[src/core/io_port_pkg.sv]
// Purpose: shared constants and carrier types for the shared io port
// Assumes: one port of up to 16 pins, change notify on up to 24 inputs
// Notes: reset values are per-pin masks, applied by the port logic
package io_port_pkg;
  localparam int unsigned PORT_WIDTH = 16;
  localparam int unsigned CN_WIDTH = 24;
  localparam int unsigned CN_HALF = 16;
  localparam int unsigned SYNC_STAGES = 3;
  // all pins come out of reset as inputs
  localparam logic [PORT_WIDTH-1:0] DIR_RESET = 16'hffff;
  localparam logic [PORT_WIDTH-1:0] LATCH_RESET = 16'h0000;
  localparam logic [PORT_WIDTH-1:0] ODC_RESET = 16'h0000;
  // config bit clear means analog, so reset is all zero
  localparam logic [PORT_WIDTH-1:0] ANALOG_CFG_RESET = 16'h0000;
  localparam logic [CN_HALF-1:0] CN_REG_RESET = 16'h0000;

  // software write request to one of the port registers
  typedef enum logic [2:0] {
    WR_NONE = 3'b000,
    WR_DIR = 3'b001,
    WR_LATCH = 3'b010,
    WR_PIN_LEVEL = 3'b011,
    WR_ODC = 3'b100,
    WR_CN_EN_A = 3'b101,
    WR_CN_EN_B = 3'b110,
    WR_PULLUP = 3'b111
  } wr_sel_type;

  // peripheral claim on a pin group
  typedef struct packed {
    logic [PORT_WIDTH-1:0] enable;
    logic [PORT_WIDTH-1:0] drive;
    logic [PORT_WIDTH-1:0] out_data;
    logic [PORT_WIDTH-1:0] out_en;
  } periph_claim_type;

  // pin pad drive for the port
  typedef struct packed {
    logic [PORT_WIDTH-1:0] out;
    logic [PORT_WIDTH-1:0] oe;
  } pad_drive_type;
endpackage

[src/core/shared_io_port.sv]
// Purpose: shared io port with pin muxing, analog override, change notify
// Assumes: pins are sampled asynchronously; registers are plain ports
// Notes: one pullup write loads both halves; block b takes its high byte
// How it works
// peripheral that claims and drives a pin owns its output data and enable
// actively driving peripheral disables port driver; pin still readable
// enabled but idle peripheral lets port drive from direction and latch
// port output never loops into a sharing peripheral's input
// direction one is input with driver off; zero drives latch
// every reset sets all direction bits, making pins inputs
// latch reads return the latch; latch writes touch only it
// pin level reads return pins; writes to it update the latch
// unimplemented bits read zero in latch, direction and level
// input-only shared pin is plain port pin without competing output
// open-drain bit makes pin drive only low
// cleared analog config bit makes pin analog; reset is analog
// pin is analog if either converter's config bit is clear
// analog pins read zero through pin level
// software sets direction for analog inputs or output is converted
// software waits one cycle between port write and read
// change of a selected input raises request; 24 inputs
// change detection works while the system clock is stopped
// per-pin change enable across two registers gates the request
// per-pin pullup enable across two registers switches weak pullup; here one write loads both, inputs 16-23 taking bits 8-15
// software clears pullups on digital output pins
// enabled inputs differing from recorded level set a shared flag
// pin levels pass a synchroniser on the instruction clock
`timescale 1ns/100ps
`default_nettype none
module shared_io_port #(
  parameter logic [io_port_pkg::PORT_WIDTH-1:0] IMPL_MASK = 16'hffff,
  parameter logic [io_port_pkg::PORT_WIDTH-1:0] ANALOG_MASK = 16'h00ff,
  parameter logic [io_port_pkg::CN_WIDTH-1:0] CN_IMPL_MASK = 24'hffffff
) (
  // clock, enable, reset
  input wire logic clk_sys_in,
  input wire logic clk_en_in,
  input wire logic rst_b_in,
  // software register access
  input wire io_port_pkg::wr_sel_type wr_sel_in,
  input wire logic [io_port_pkg::PORT_WIDTH-1:0] wr_data_in,
  input wire logic [io_port_pkg::PORT_WIDTH-1:0] analog_cfg_a_in,
  input wire logic [io_port_pkg::PORT_WIDTH-1:0] analog_cfg_b_in,
  input wire logic cn_clear_in,
  output logic [io_port_pkg::PORT_WIDTH-1:0] pin_direction_out,
  output logic [io_port_pkg::PORT_WIDTH-1:0] output_latch_out,
  output logic [io_port_pkg::PORT_WIDTH-1:0] pin_level_out,
  output logic [io_port_pkg::PORT_WIDTH-1:0] open_drain_select_out,
  // peripherals sharing the pins
  input wire io_port_pkg::periph_claim_type periph_in,
  output logic [io_port_pkg::PORT_WIDTH-1:0] periph_rx_out,
  // pins
  input wire logic [io_port_pkg::PORT_WIDTH-1:0] pad_in,
  output logic [io_port_pkg::PORT_WIDTH-1:0] pad_out,
  output logic [io_port_pkg::PORT_WIDTH-1:0] pad_oe_out,
  output logic [io_port_pkg::PORT_WIDTH-1:0] analog_sel_out,
  // change notify
  input wire logic [io_port_pkg::CN_WIDTH-1:0] cn_pin_in,
  input wire logic sleep_in,
  output logic [io_port_pkg::CN_WIDTH-1:0] pullup_en_out,
  output logic cn_irq_out
);
  import io_port_pkg::*;

  localparam int unsigned PW = PORT_WIDTH;
  localparam int unsigned CW = CN_WIDTH;

  // refuse widths that the fixed two-half register split cannot serve
  if (PW != 16 || CW > 2 * CN_HALF || CW <= CN_HALF ||
      SYNC_STAGES != 3) begin : gen_bad_width
    $error("shared_io_port: unsupported width parameters");
  end

  logic [1:0] rst_sync_reg;
  logic rst_b;
  logic [PW-1:0] dir_reg, latch_reg, odc_reg;
  logic [CN_HALF-1:0] cn_en_a_reg, cn_en_b_reg, pu_a_reg, pu_b_reg;
  logic [PW-1:0] pin_s1_reg, pin_s2_reg, pin_s3_reg, pin_stable_reg;
  logic [CW-1:0] cn_s1_reg, cn_s2_reg, cn_s3_reg, cn_stable_reg;
  logic [CW-1:0] cn_prev_reg;
  logic [CW-1:0] cn_enables;
  logic [PW-1:0] analog_now, port_oe, port_out, port_drv;
  logic [PW-1:0] pad_oe;
  logic [PW-1:0] pad_out_next, pad_oe_next;
  logic cn_flag_reg, cn_wake_reg, cn_hit;

  // reset release through two flops, assert stays asynchronous
  always_ff @(posedge clk_sys_in or negedge rst_b_in) begin
    if (!rst_b_in) begin
      rst_sync_reg <= 2'b00;
    end else begin
      rst_sync_reg <= {rst_sync_reg[0], 1'b1};
    end
  end
  assign rst_b = rst_sync_reg[1];

  // software-visible control registers
  always_ff @(posedge clk_sys_in or negedge rst_b) begin
    if (!rst_b) begin
      dir_reg <= DIR_RESET;
      latch_reg <= LATCH_RESET;
      odc_reg <= ODC_RESET;
    end else if (clk_en_in) begin
      case (wr_sel_in)
        WR_DIR: dir_reg <= wr_data_in & IMPL_MASK;
        WR_LATCH: latch_reg <= wr_data_in & IMPL_MASK;
        WR_PIN_LEVEL: latch_reg <= wr_data_in & IMPL_MASK;
        WR_ODC: odc_reg <= wr_data_in & IMPL_MASK;
        default: ;
      endcase
    end
  end

  // change enable and pullup halves; b halves hold cn inputs 16 and up
  always_ff @(posedge clk_sys_in or negedge rst_b) begin
    if (!rst_b) begin
      cn_en_a_reg <= CN_REG_RESET;
      cn_en_b_reg <= CN_REG_RESET;
      pu_a_reg <= CN_REG_RESET;
      pu_b_reg <= CN_REG_RESET;
    end else if (clk_en_in) begin
      case (wr_sel_in)
        WR_CN_EN_A: cn_en_a_reg <= wr_data_in;
        WR_CN_EN_B: cn_en_b_reg <= wr_data_in;
        WR_PULLUP: begin
          // one strobe loads both halves: all 16 bits to a, the high byte to b
          pu_a_reg <= wr_data_in;
          pu_b_reg <= {8'h00, wr_data_in[15:8]};
        end
        default: ;
      endcase
    end
  end

  // three-flop pin synchroniser; a change counts when stages 2 and 3 agree
  always_ff @(posedge clk_sys_in or negedge rst_b) begin
    if (!rst_b) begin
      pin_s1_reg <= '0;
      pin_s2_reg <= '0;
      pin_s3_reg <= '0;
      pin_stable_reg <= '0;
    end else if (clk_en_in) begin
      pin_s1_reg <= pad_in;
      pin_s2_reg <= pin_s1_reg;
      pin_s3_reg <= pin_s2_reg;
      for (int i = 0; i < PW; i++) begin
        if (pin_s2_reg[i] == pin_s3_reg[i]) begin
          pin_stable_reg[i] <= pin_s3_reg[i];
        end
      end
    end
  end

  // either converter's clear config bit makes an analog-capable pin analog
  assign analog_now = ANALOG_MASK & ~(analog_cfg_a_in & analog_cfg_b_in);

  // output mux: a claiming, driving peripheral owns data and enable
  always_comb begin
    port_oe = ~dir_reg & IMPL_MASK;
    port_out = latch_reg;
    // pins the port really drives, a driving sharer having taken the rest
    port_drv = port_oe & ~(periph_in.enable & periph_in.drive);
    pad_out_next = '0;
    pad_oe_next = '0;
    for (int i = 0; i < PW; i++) begin
      if (periph_in.enable[i] && periph_in.drive[i]) begin
        pad_out_next[i] = periph_in.out_data[i];
        pad_oe_next[i] = periph_in.out_en[i];
      end else begin
        // idle or input-only sharer leaves the pin to the port
        pad_out_next[i] = port_out[i] & ~odc_reg[i];
        pad_oe_next[i] = port_oe[i] & (~odc_reg[i] | ~port_out[i]);
      end
    end
  end

  // outputs all registered so pads never see mux glitches
  always_ff @(posedge clk_sys_in or negedge rst_b) begin
    if (!rst_b) begin
      pad_out <= '0;
      pad_oe <= '0;
      analog_sel_out <= ANALOG_MASK;
      pin_level_out <= '0;
      periph_rx_out <= '0;
      pin_direction_out <= DIR_RESET & IMPL_MASK;
      output_latch_out <= '0;
      open_drain_select_out <= '0;
      pullup_en_out <= '0;
    end else if (clk_en_in) begin
      pad_out <= pad_out_next;
      pad_oe <= pad_oe_next;
      analog_sel_out <= analog_now;
      pin_level_out <= pin_stable_reg & ~analog_now & IMPL_MASK;
      // while the port drives a pin, the sharer sees low, not our output
      periph_rx_out <= pin_stable_reg & ~port_drv;
      pin_direction_out <= dir_reg & IMPL_MASK;
      output_latch_out <= latch_reg & IMPL_MASK;
      open_drain_select_out <= odc_reg;
      pullup_en_out <= {pu_b_reg[CW-CN_HALF-1:0], pu_a_reg} & CN_IMPL_MASK;
    end
  end
  assign pad_oe_out = pad_oe;

  assign cn_enables = {cn_en_b_reg[CW-CN_HALF-1:0], cn_en_a_reg} & CN_IMPL_MASK;

  // change input stages run with the enable low, so sleep still sees pins
  always_ff @(posedge clk_sys_in or negedge rst_b) begin
    if (!rst_b) begin
      cn_s1_reg <= '0;
      cn_s2_reg <= '0;
      cn_s3_reg <= '0;
    end else begin
      cn_s1_reg <= cn_pin_in;
      cn_s2_reg <= cn_s1_reg;
      cn_s3_reg <= cn_s2_reg;
    end
  end

  // settled change levels and the recorded level freeze with the enable
  always_ff @(posedge clk_sys_in or negedge rst_b) begin
    if (!rst_b) begin
      cn_stable_reg <= '0;
      cn_prev_reg <= '0;
    end else if (clk_en_in) begin
      for (int i = 0; i < CW; i++) begin
        if (cn_s2_reg[i] == cn_s3_reg[i]) begin
          cn_stable_reg[i] <= cn_s3_reg[i];
        end
      end
      cn_prev_reg <= cn_stable_reg;
    end
  end

  assign cn_hit = |((cn_stable_reg ^ cn_prev_reg) & cn_enables);

  // shared flag: a new change wins over a clear in the same cycle
  always_ff @(posedge clk_sys_in or negedge rst_b) begin
    if (!rst_b) begin
      cn_flag_reg <= 1'b0;
    end else if (clk_en_in) begin
      if (cn_hit || cn_wake_reg) begin
        cn_flag_reg <= 1'b1;
      end else if (cn_clear_in) begin
        cn_flag_reg <= 1'b0;
      end
    end
  end

  // sleep path: settled stages against the recorded level raise the
  // request at once; the flag catches it on the first enabled edge
  always_ff @(posedge clk_sys_in or negedge rst_b) begin
    if (!rst_b) begin
      cn_wake_reg <= 1'b0;
      cn_irq_out <= 1'b0;
    end else begin
      cn_wake_reg <= sleep_in & |((cn_s2_reg ~^ cn_s3_reg) &
        (cn_s3_reg ^ cn_prev_reg) & cn_enables);
      cn_irq_out <= cn_flag_reg | cn_wake_reg;
    end
  end

  // assertions
  dir_reset_a: assert property (@(posedge clk_sys_in)
    $rose(rst_b) |-> pin_direction_out == IMPL_MASK ##1
    pin_direction_out == IMPL_MASK) else $error("pins not inputs after reset");
  pin_write_a: assert property (@(posedge clk_sys_in) disable iff (!rst_b)
    clk_en_in && wr_sel_in == WR_PIN_LEVEL |=> latch_reg ==
    ($past(wr_data_in) & IMPL_MASK)) else $error("pin write missed latch");
  input_off_a: assert property (@(posedge clk_sys_in) disable iff (!rst_b)
    clk_en_in && dir_reg[0] && !(periph_in.enable[0] && periph_in.drive[0])
    |=> !pad_oe[0]) else $error("input pin driven");
  periph_own_a: assert property (@(posedge clk_sys_in) disable iff (!rst_b)
    clk_en_in && periph_in.enable[1] && periph_in.drive[1] |=>
    pad_out[1] == $past(periph_in.out_data[1])) else $error("port kept pin");
  open_drain_a: assert property (@(posedge clk_sys_in) disable iff (!rst_b)
    clk_en_in && odc_reg[2] && !(periph_in.enable[2] && periph_in.drive[2])
    |=> !(pad_oe[2] && pad_out[2])) else $error("open drain drove high");
  analog_zero_a: assert property (@(posedge clk_sys_in) disable iff (!rst_b)
    clk_en_in && analog_now[3] |=> !pin_level_out[3])
    else $error("analog pin read high");
  cn_flag_a: assert property (@(posedge clk_sys_in) disable iff (!rst_b)
    clk_en_in && cn_hit |=> cn_flag_reg ##1 cn_irq_out)
    else $error("change not flagged");
  unimpl_zero_a: assert property (@(posedge clk_sys_in) disable iff (!rst_b)
    (output_latch_out & ~IMPL_MASK) == '0 && (pin_level_out & ~IMPL_MASK) == '0
    && (pin_direction_out & ~IMPL_MASK) == '0)
    else $error("unimplemented bit read one");
  loop_block_a: assert property (@(posedge clk_sys_in) disable iff (!rst_b)
    clk_en_in && port_drv[4] |=> !periph_rx_out[4])
    else $error("port looped into peripheral");
endmodule
`default_nettype wire

[config.mk]
export PLATFORM = sky130hd
export DESIGN_NAME = shared_io_port
export DESIGN_NICKNAME = d
export VERILOG_FILES = /design/src/core/io_port_pkg.sv /design/src/core/shared_io_port.sv
export SDC_FILE = /design/constraint.sdc
export NUM_CORES = 1
export LEC_CHECK = 0
export ABC_AREA = 0
export ABC_CLOCK_PERIOD_IN_PS = 15000
export BUFFER_PORTS_ARGS = -buffer_cell sky130_fd_sc_hd__buf_2
export CAP_MARGIN = 20
export CORE_ASPECT_RATIO = 0.5
export CORE_UTILIZATION = 50
export CTS_CLUSTER_DIAMETER = 80
export CTS_CLUSTER_SIZE = 12
export DETAILED_ROUTE_END_ITERATION = 8
export GPL_TIMING_DRIVEN = 0
export HOLD_SLACK_MARGIN = 0.08
export PLACE_DENSITY = 0.73
export SYNTH_ARGS = -nofsm -noshare
export SYNTH_HDL_FRONTEND = slang
export SYNTH_SLANG_ARGS = --single-unit
[constraint.sdc]
create_clock -name clk_sys_in -period 15 [get_ports clk_sys_in]
set_input_delay 3 -clock clk_sys_in [delete_from_list [all_inputs] [get_ports clk_sys_in]]
set_output_delay 3 -clock clk_sys_in [all_outputs]
set_load 0.03 [all_outputs]
==> results of run 1 <==
final timing paths:
check,start,to,slack [ns],cells after the start
worst max register to register,rst_sync_reg[1]$_DFF_PN0_,pin_direction_out[1]$_DFFE_PN1P_,13.25,2
worst max-delay path,pin_direction_out[6]$_DFFE_PN1P_,pin_direction_out[6],10.71,1
worst min-delay path,cn_s1_reg[7]$_DFF_PN0_,cn_s2_reg[7]$_DFF_PN0_,0.34,0
min in group asynchronous,rst_sync_reg[1]$_DFF_PN0_,cn_s1_reg[14]$_DFF_PN0_,0.49,0
worst min register to register,cn_s1_reg[7]$_DFF_PN0_,cn_s2_reg[7]$_DFF_PN0_,0.34,0
max in group asynchronous,rst_b_in,rst_sync_reg[1]$_DFF_PN0_,12.65,1
synthesized netlist by cell type, drive strengths merged (2+ instances only):
cell type / number
dfrtp: 373
mux2: 232
a21oi: 112
nor2: 90
nand2b: 64
buf: 57
dfstp: 40
nand2: 34
nand3: 33
a31oi: 31
o21ai: 27
inv: 25
xor2: 24
nand3b: 17
mux2i: 16
nand4: 13
a22oi: 10
and4b: 8
o22ai: 8
clkbuf: 6
nand4b: 6
o31ai: 4
a221oi: 3
a22o: 2
and3b: 2
conb: 2
nor3: 2
nor3b: 2
report_power, final:
| part | switching [mW] | internal [mW] |
|---|---|---|
| Combinational | 0.403 | 0.265 |
| Clock | 0.420 | 0.515 |
| Sequential | 0.160 | 1.32 |
| Total | 0.983 | 2.10 |
stage by stage:
step | area [um2] | total power, mW
2_1_floorplan | 16500 | 1.91
3_3_place_gp | 18500 | 2.12
3_5_place_dp | 18700 | 2.16
4_1_cts | 19800 | 3.10
5_1_grt | 19800 | 3.21
6_report | 19800 | 3.08
metal layers:
layer,vias to the layer above,share of wire,GRT usage
met5,-,0,0
met4,0,0.032,0.0933
met3,94,0.047,0.0380
met2,365,0.50,0.447
met1,6008,0.42,0.347
li1,5098,-,-
area by class of cell:
cell class,count,area [um2]
Inverter,25,93.8
Antenna cell,2,5.00
Buffer,63,407
Fill cell,2479,12200
Tap cell,432,541
Clock inverter,3,26.3
Sequential cell,413,10400
Multi-Input combinational cell,758,5640
Clock buffer,71,1140
Timing Repair Buffer,292,1580
logic make-up after synthesis:
group,Yosys count,synth area share
flops,413,0.629
mux,248,0.168
simple gates,274,0.0889
xor+xnor,24,0.0127
other cells,2,0.000455
buf+inv,88,0.0303
compound gates,203,0.0701
==> reports/qor.csv, run 1 <==
metric;value;unit
number of levels the H-tree was split into;2;
I/O pin count;313;
site row count;46;
transition time at the pin with the least slew margin;0.949;ns
Worst slew margin;0.367;
die footprint;33800;um2
power density over the cells;156;nW/um2
max-capacitance violation count;0;
cells taking the most area after synthesis;dfrtp_1, mux2_2, dfstp_2;
maximum buffer depth of the clock tree;3;
final core utilization;0.618;
number of placed instances, taps included;1983;
via count of the first global-routing pass;11700;
first-pass GRT wire length;67000;um
nets;1753;
Async SR Flop Fraction;1.00;
Starting DRT DRC Count;948;
number of library cell types mapped by synthesis;45;
WL/cell;21.6;um
setup TNS after final layout;0;ns
required time worst endpoint;12.00;ns
hold-fix buffers at CTS;0;
critical-path cell with the highest stage delay;dfstp_2;
outcome;finished clean;
final critical-path required period;4.29;ns
Floorplan Core Area;32100;um2
slack of the critical path;10.71;ns
area growth from synthesis to layout;20.1;%
crit-path max FO;2;
final number of setup-violating endpoints;0;
number of instances in the synthesized netlist;1252;
detailed-routing iteration count for the pre-antenna-repair pass;5;
delay contributed by the slowest stage of the critical path;0.53;ns
CP Class;reg -> out;
via count of the routed design;11600;
number of gates resized after cts;0;
library cell occupying the most area in the post-synthesis netlist;dfrtp_1;
Num Clock Sinks;413;
overall routing resource usage;0.262;
RSZ-0062 raised after global routing;false;
DP Worst Slack;10.38;ns
list of cells traversed by the critical path;buf_2;
Tcrit/Tclk final;0.286;
final weighted congestion in routability-driven placement;0.872;
# port buffers;286;
primary flip-flop cell chosen by synthesis mapping;dfrtp_1;
signal arrival time at the worst endpoint;1.29;ns
part of the Yosys area used for sequential elements;0.629;
Clock Skews;0.0157;ns
cell family with most CP delay;flip-flops;
number of flops mapped to enable cells by yosys;0;
total congestion overflow after global routing;0;
number of antenna violations at the first check in global routing;3;
timing-limited maximum frequency;233;MHz
DIE WIDTH;259;um
estimated wirelength of the detail-placed design;32000;um
number of buffers added by the clock tree synthesis step;40;
critical path buffer and inverter count;1;
Clock Pin Slew Worst Setup and Hold Paths;0.06;ns
count of final hold-check violations;0;
Worst Hold Margin;0.344;ns
class of the tightest hold or removal check;reg -> reg;
type of destination of the critical path;output pin;
pin count of the biggest net entering global routing;72;
vertical extent of the die;130;um
clk root buf;clkbuf_16;
DRC violations left;0;
Syn. warnings;0;
Critical Path Start Type;flip-flop;
number of standard cells in the final layout excluding fillers;2059;
Static Leakage;9.17;nW
TritonCTS clock tree;done;
number of storage elements in the synthesis netlist;413;
average cell area after synthesis;13.2;um2
worst ir drop on vdd;82.8;uV
final routed wirelength across all metal layers;44400;um
number of pins with negative max-slew slack in the final report;0;
highest-count cells in the layout ignoring fill and taps;dfrtp_1, buf_2, mux2_2;
# Post-CTS Setup Buffers;0;
fraction of layout cells with a size suffix above 1;0.414;
total standard cell area after synthesis;16500;um2
worst skew pair latency;0.55;ns
most frequent standard cell in the layout excluding fill and tap cells;dfrtp_1;
number of nets still failing antenna checks after routing;0;
initial cell density of the core;0.515;
vias per cell;5.62;
portion of synthesized cell area occupied by the leading cell type;0.566;
Power figures use the tool's default switching activity.
==> run 2, diff against run 1 <==
--- a/config.mk
+++ b/config.mk
@@ -5,8 +5,8 @@
 export SDC_FILE = /design/constraint.sdc
 export NUM_CORES = 1
 export LEC_CHECK = 0
-export ABC_AREA = 0
-export ABC_CLOCK_PERIOD_IN_PS = 15000
+export ABC_AREA = 1
+export ABC_CLOCK_PERIOD_IN_PS = 4500
 export BUFFER_PORTS_ARGS = -buffer_cell sky130_fd_sc_hd__buf_2
 export CAP_MARGIN = 20
 export CORE_ASPECT_RATIO = 0.5
==> constraint.sdc (replaced) <==
create_clock -name clk_sys_in -period 4.5 [get_ports clk_sys_in]
set_input_delay 0.9 -clock clk_sys_in [delete_from_list [all_inputs] [get_ports clk_sys_in]]
set_output_delay 0.9 -clock clk_sys_in [all_outputs]
set_load 0.03 [all_outputs]
==> reports/qor.csv, run 2 <==
metric;value;unit
number of instances in the synthesized netlist;1811;
number of gates resized after cts;0;
type of destination of the critical path;output pin;
primary flip-flop cell chosen by synthesis mapping;dfrtp_1;
most frequent standard cell in the layout excluding fill and tap cells;nand2_1;
crit-path max FO;2;
total power;9.52;mW
final number of setup-violating endpoints;0;
die footprint;33600;um2
most used standard cell by instance count after synthesis;nand2_1;
timing-limited maximum frequency;455;MHz
pin count of the biggest net entering global routing;72;
required time worst endpoint;3.60;ns
final weighted congestion in routability-driven placement;0.857;
number of antenna violations at the first check in global routing;4;
part of the Yosys area used for sequential elements;0.632;
final routed wirelength across all metal layers;46100;um
nets;2314;
number of levels the H-tree was split into;2;
instance area after placement;18600;um2
initial cell density of the core;0.514;
average cell area after synthesis;9.07;um2
detailed-routing iteration count for the pre-antenna-repair pass;5;
max-capacitance violation count;0;
signal arrival time at the worst endpoint;1.30;ns
count of final hold-check violations;0;
main combinational cell family by area after synthesis;simple AND/OR/NAND/NOR gates;
area of all placed cells without fillers;19800;um2
power density over the cells;482;nW/um2
most numerous cell types in the synthesized netlist;nand2_1, dfrtp_1, o21ai_0;
total standard cell area after synthesis;16400;um2
maximum buffer depth of the clock tree;3;
critical-path cell with the highest stage delay;dfstp_2;
number of pins with negative max-slew slack in the final report;0;
cell family with most CP delay;flip-flops;
vertical extent of the die;130;um
DRC violations left;0;
via count of the first global-routing pass;12800;
library cell occupying the most area in the post-synthesis netlist;dfrtp_1;
Floorplan Core Area;32000;um2
worst ir drop on vdd;255;uV
number of library cell types mapped by synthesis;30;
synthesized-area fraction occupied by adder cells;0;
Num Clock Sinks;413;
Tcrit/Tclk final;0.489;
number of storage elements in the synthesis netlist;413;
Clock Skews;0.0144;ns
first-pass GRT wire length;71000;um
TritonCTS clock tree;done;
WL/cell;17.6;um
number of nets still failing antenna checks after routing;0;
final critical-path required period;2.20;ns
estimated wirelength of the detail-placed design;33200;um
number of buffers added by the clock tree synthesis step;40;
Async SR Flop Fraction;1.00;
class of the tightest hold or removal check;in -> async;
Starting DRT DRC Count;1362;
cells taking the most area after synthesis;dfrtp_1, nand2_1, o21ai_0;
worst skew pair latency;0.54;ns
fraction of layout cells with a size suffix above 1;0.213;
Worst slew margin;0.467;
highest-count cells in the layout ignoring fill and taps;nand2_1, dfrtp_1, buf_2;
site row count;46;
Worst Hold Margin;0.128;ns
area growth from synthesis to layout;20.2;%
total congestion overflow after global routing;0;
overall routing resource usage;0.277;
CP Class;reg -> out;
# port buffers;288;
clk root buf;clkbuf_16;
number of flops mapped to enable cells by yosys;0;
RSZ-0062 raised after global routing;false;
list of cells traversed by the critical path;buf_2;
transition time at the pin with the least slew margin;0.800;ns
delay contributed by the slowest stage of the critical path;0.55;ns
hold-fix buffers at CTS;0;
Critical Path Start Type;flip-flop;
outcome;finished clean;
Static Leakage;10.3;nW
I/O pin count;313;
# Post-CTS Setup Buffers;0;
Compound-Gate Fraction of Synth Area;0.0977;
portion of synthesized cell area occupied by the leading cell type;0.568;
xor and xnor area share after synthesis;0.00160;
critical path buffer and inverter count;1;
Synth Area in Simple Gates;0.207;
Clock Pin Slew Worst Setup and Hold Paths;0.07;ns
vias per cell;5.21;
via count of the routed design;13600;
DIE WIDTH;258;um
proportion of synthesized area in mux cells;0;
Syn. warnings;0;
[run 2: path summary, 6_finish.rpt]
kind,slack [ns],endpoint,cells past startpoint,start
worst max-delay path,2.30,pin_direction_out[12],1,pin_direction_out[12]$_DFFE_PN1P_
worst min-delay path,0.13,rst_sync_reg[0]$_DFF_PN0_,1,rst_b_in
worst max register to register,2.85,analog_sel_out[4]$_DFFE_PN1P_,3,rst_sync_reg[1]$_DFF_PN0_
worst min register to register,0.24,cn_s1_reg[13]$_DFF_PN0_,0,rst_sync_reg[1]$_DFF_PN0_
max in group asynchronous,2.85,analog_sel_out[4]$_DFFE_PN1P_,3,rst_sync_reg[1]$_DFF_PN0_
min in group clk_sys_in,0.34,cn_s2_reg[11]$_DFF_PN0_,0,cn_s1_reg[11]$_DFF_PN0_
[run 2: metal layers]
| metal | vias up | wire length (um) | track usage |
|---|---|---|---|
| li1 | 6428 | - | - |
| met1 | 6677 | 20300 | 0.384 |
| met2 | 420 | 21800 | 0.455 |
| met3 | 89 | 2680 | 0.0449 |
| met4 | 0 | 1290 | 0.0849 |
| met5 | - | 0 | 0 |
[run 2: logic make-up after synthesis]
logic type	Yosys count
XOR/XNOR	3
AO/OA/AOI/OAI	300
other	2
flip-flops	413
buffers and inverters	232
AND/OR/NAND/NOR	861
[run 2: cell type report]
cell class	instances	area, um2
buffer	83	452
clock inverter	3	26.3
sequential	413	10400
clock buffer	64	1110
inverter	149	559
antenna	4	10.0
fill	2742	12200
multi-input combinational	1173	5060
tap	432	541
timing repair buffer	294	1610
[run 2: power by group]
group	internal, mW	leakage, nW	switching, mW	total (mW)
clock	1.69	0.546	1.40	3.10
sequential	4.27	5.01	0.396	4.66
combinational	0.566	4.79	1.19	1.76
[run 2: per-stage QoR]
step / TNS (ns) / instances / setup WS (ns) / utilization
6_report: 0 / 2615 / 2.30 / 0.617
5_1_grt: 0 / 2615 / 2.27 / 0.617
4_1_cts: 0 / 2611 / 2.29 / 0.617
3_5_place_dp: 0 / 2544 / 2.07 / 0.582
3_3_place_gp: -372.33 / 2538 / -1.06 / 0.576
2_1_floorplan: 0 / 1818 / 0.469 / -
==> run 3, diff against run 2 <==
--- a/config.mk
+++ b/config.mk
@@ -6,7 +6,7 @@
 export NUM_CORES = 1
 export LEC_CHECK = 0
 export ABC_AREA = 1
-export ABC_CLOCK_PERIOD_IN_PS = 4500
+export ABC_CLOCK_PERIOD_IN_PS = 2200
 export BUFFER_PORTS_ARGS = -buffer_cell sky130_fd_sc_hd__buf_2
 export CAP_MARGIN = 20
 export CORE_ASPECT_RATIO = 0.5
==> constraint.sdc (replaced) <==
create_clock -name clk_sys_in -period 2.2 [get_ports clk_sys_in]
set_input_delay 0.44 -clock clk_sys_in [delete_from_list [all_inputs] [get_ports clk_sys_in]]
set_output_delay 0.44 -clock clk_sys_in [all_outputs]
set_load 0.03 [all_outputs]
==> reports/qor.csv, run 3 (synthesized netlist as in run 2, its figures left out) <==
metric;value;unit
pin count of the biggest net entering global routing;72;
list of cells traversed by the critical path;buf_2;
vias per cell;5.20;
TritonCTS clock tree;done;
final weighted congestion in routability-driven placement;0.857;
highest-count cells in the layout ignoring fill and taps;nand2_1, dfrtp_1, buf_2;
crit-path max FO;2;
Num Clock Sinks;413;
Clock Skews;0.0183;ns
max-capacitance violation count;0;
area growth from synthesis to layout;22.7;%
number of gates resized after cts;0;
maximum buffer depth of the clock tree;3;
CP Class;reg -> out;
type of destination of the critical path;output pin;
final number of setup-violating endpoints;0;
area used by sequential logic in the layout;10400;um2
worst ir drop on vdd;519;uV
via count of the first global-routing pass;13000;
DRC violations left;0;
via count of the routed design;13800;
RSZ-0062 raised after global routing;false;
critical-path cell with the highest stage delay;dfstp_2;
fraction of layout cells with a size suffix above 1;0.209;
Tcrit/Tclk final;0.797;
number of cells on the worst reg-to-reg path;3;
total power;19.5;mW
number of levels the H-tree was split into;2;
number of pins with negative max-slew slack in the final report;0;
Worst slew margin;0.476;
# port buffers;288;
final critical-path required period;1.75;ns
logic depth of the worst path, buffers included;1;
number of buffers added by the clock tree synthesis step;40;
hold depth;3;
estimated wirelength of the detail-placed design;33200;um
final routed wirelength across all metal layers;46500;um
site row count;46;
Critical Path Start Type;flip-flop;
multi-input gate area in the final layout;5060;um2
most frequent standard cell in the layout excluding fill and tap cells;nand2_1;
worst skew pair latency;0.55;ns
number of inserted filler cells in the final layout;2703;
total congestion overflow after global routing;0;
Starting DRT DRC Count;1155;
delay contributed by the slowest stage of the critical path;0.54;ns
outcome;finished clean;
clk root buf;clkbuf_16;
overall routing resource usage;0.279;
vertical extent of the die;130;um
die footprint;33600;um2
nets;2355;
power density over the cells;968;nW/um2
number of nets still failing antenna checks after routing;0;
Clock Pin Slew Worst Setup and Hold Paths;0.06;ns
initial cell density of the core;0.514;
DIE WIDTH;258;um
I/O pin count;313;
number of antenna violations at the first check in global routing;4;
signal arrival time at the worst endpoint;1.31;ns
Static Leakage;10.5;nW
cell family with most CP delay;flip-flops;
required time worst endpoint;1.76;ns
WL/cell;17.5;um
transition time at the pin with the least slew margin;0.786;ns
timing-limited maximum frequency;571;MHz
Floorplan Core Area;32000;um2
final core utilization;0.630;
detailed-routing iteration count for the pre-antenna-repair pass;5;
count of final hold-check violations;0;
critical path buffer and inverter count;1;
class of the tightest hold or removal check;in -> reg;
first-pass GRT wire length;71600;um
run 3: cell types whose count changed in the layout (fill, tap and decap cells not counted), sizes merged:
cell         before  now
dlygate4sd3       0   41
run 3: worst register-to-register path, cell delays in order (launching register included):
cell and delay (ns):
dfrtp_4 0.66, buf_16 0.33, buf_16 0.34, buf_16 0.37
run 3: repair_timing:
item	in CTS	in global routing
setup endpoints to repair	0	0
setup buffers	0	0
hold buffers	41	0
hold endpoints to repair	34	0
run 3: layout make-up:
cell class / count / share of cell area
tap: 432 / 0.0268
sequential: 413 / 0.515
clock inverter: 3 / 0.00130
inverter: 149 / 0.0277
buffer: 83 / 0.0224
clock buffer: 64 / 0.0551
antenna: 4 / 0.000496
multi-input combinational: 1173 / 0.251
timing repair buffer: 335 / 0.100
run 3: metal layers:
layer	GRT usage	up-vias	wire (um)
met5	0	-	0
met4	0.0867	0	1410
met3	0.0451	98	2830
met2	0.460	442	21900
met1	0.385	6766	20300
li1	-	6506	-
run 3: path summary, 6_finish.rpt:
check	endpoint	start	slack, ns
worst max-delay path	analog_sel_out[7]	analog_sel_out[7]$_DFFE_PN1P_	0.45
worst min-delay path	pin_s1_reg[7]$_DFFE_PN0P_	pad_in[7]	0.09
worst max register to register	analog_sel_out[3]$_DFFE_PN1P_	rst_sync_reg[1]$_DFF_PN0_	0.55
worst min register to register	cn_s1_reg[13]$_DFF_PN0_	rst_sync_reg[1]$_DFF_PN0_	0.24
max in group asynchronous	analog_sel_out[3]$_DFFE_PN1P_	rst_sync_reg[1]$_DFF_PN0_	0.55
min in group asynchronous	rst_sync_reg[0]$_DFF_PN0_	rst_b_in	0.20
run 3: metrics by stage:
step,instances,hold WS [ns],TNS (ns),instance area [um2],setup WS [ns]
6_report,2656,0.0917,0,20200,0.448
5_1_grt,2656,0.0977,0,20200,0.336
4_1_cts,2652,0.0851,0,20200,0.448
3_5_place_dp,2544,0.228,0,18600,0.234
3_3_place_gp,2538,0.227,-1301.97,18400,-3.36
2_1_floorplan,1818,0.144,-712.76,16500,-1.83
run 3: power breakdown:
part	total [mW]	switching (mW)	internal [mW]	leakage, nW
Sequential	9.54	0.813	8.73	5.01
Clock	6.33	2.86	3.46	0.546
Combinational	3.67	2.46	1.21	4.95
Total	19.5	6.13	13.4	10.5
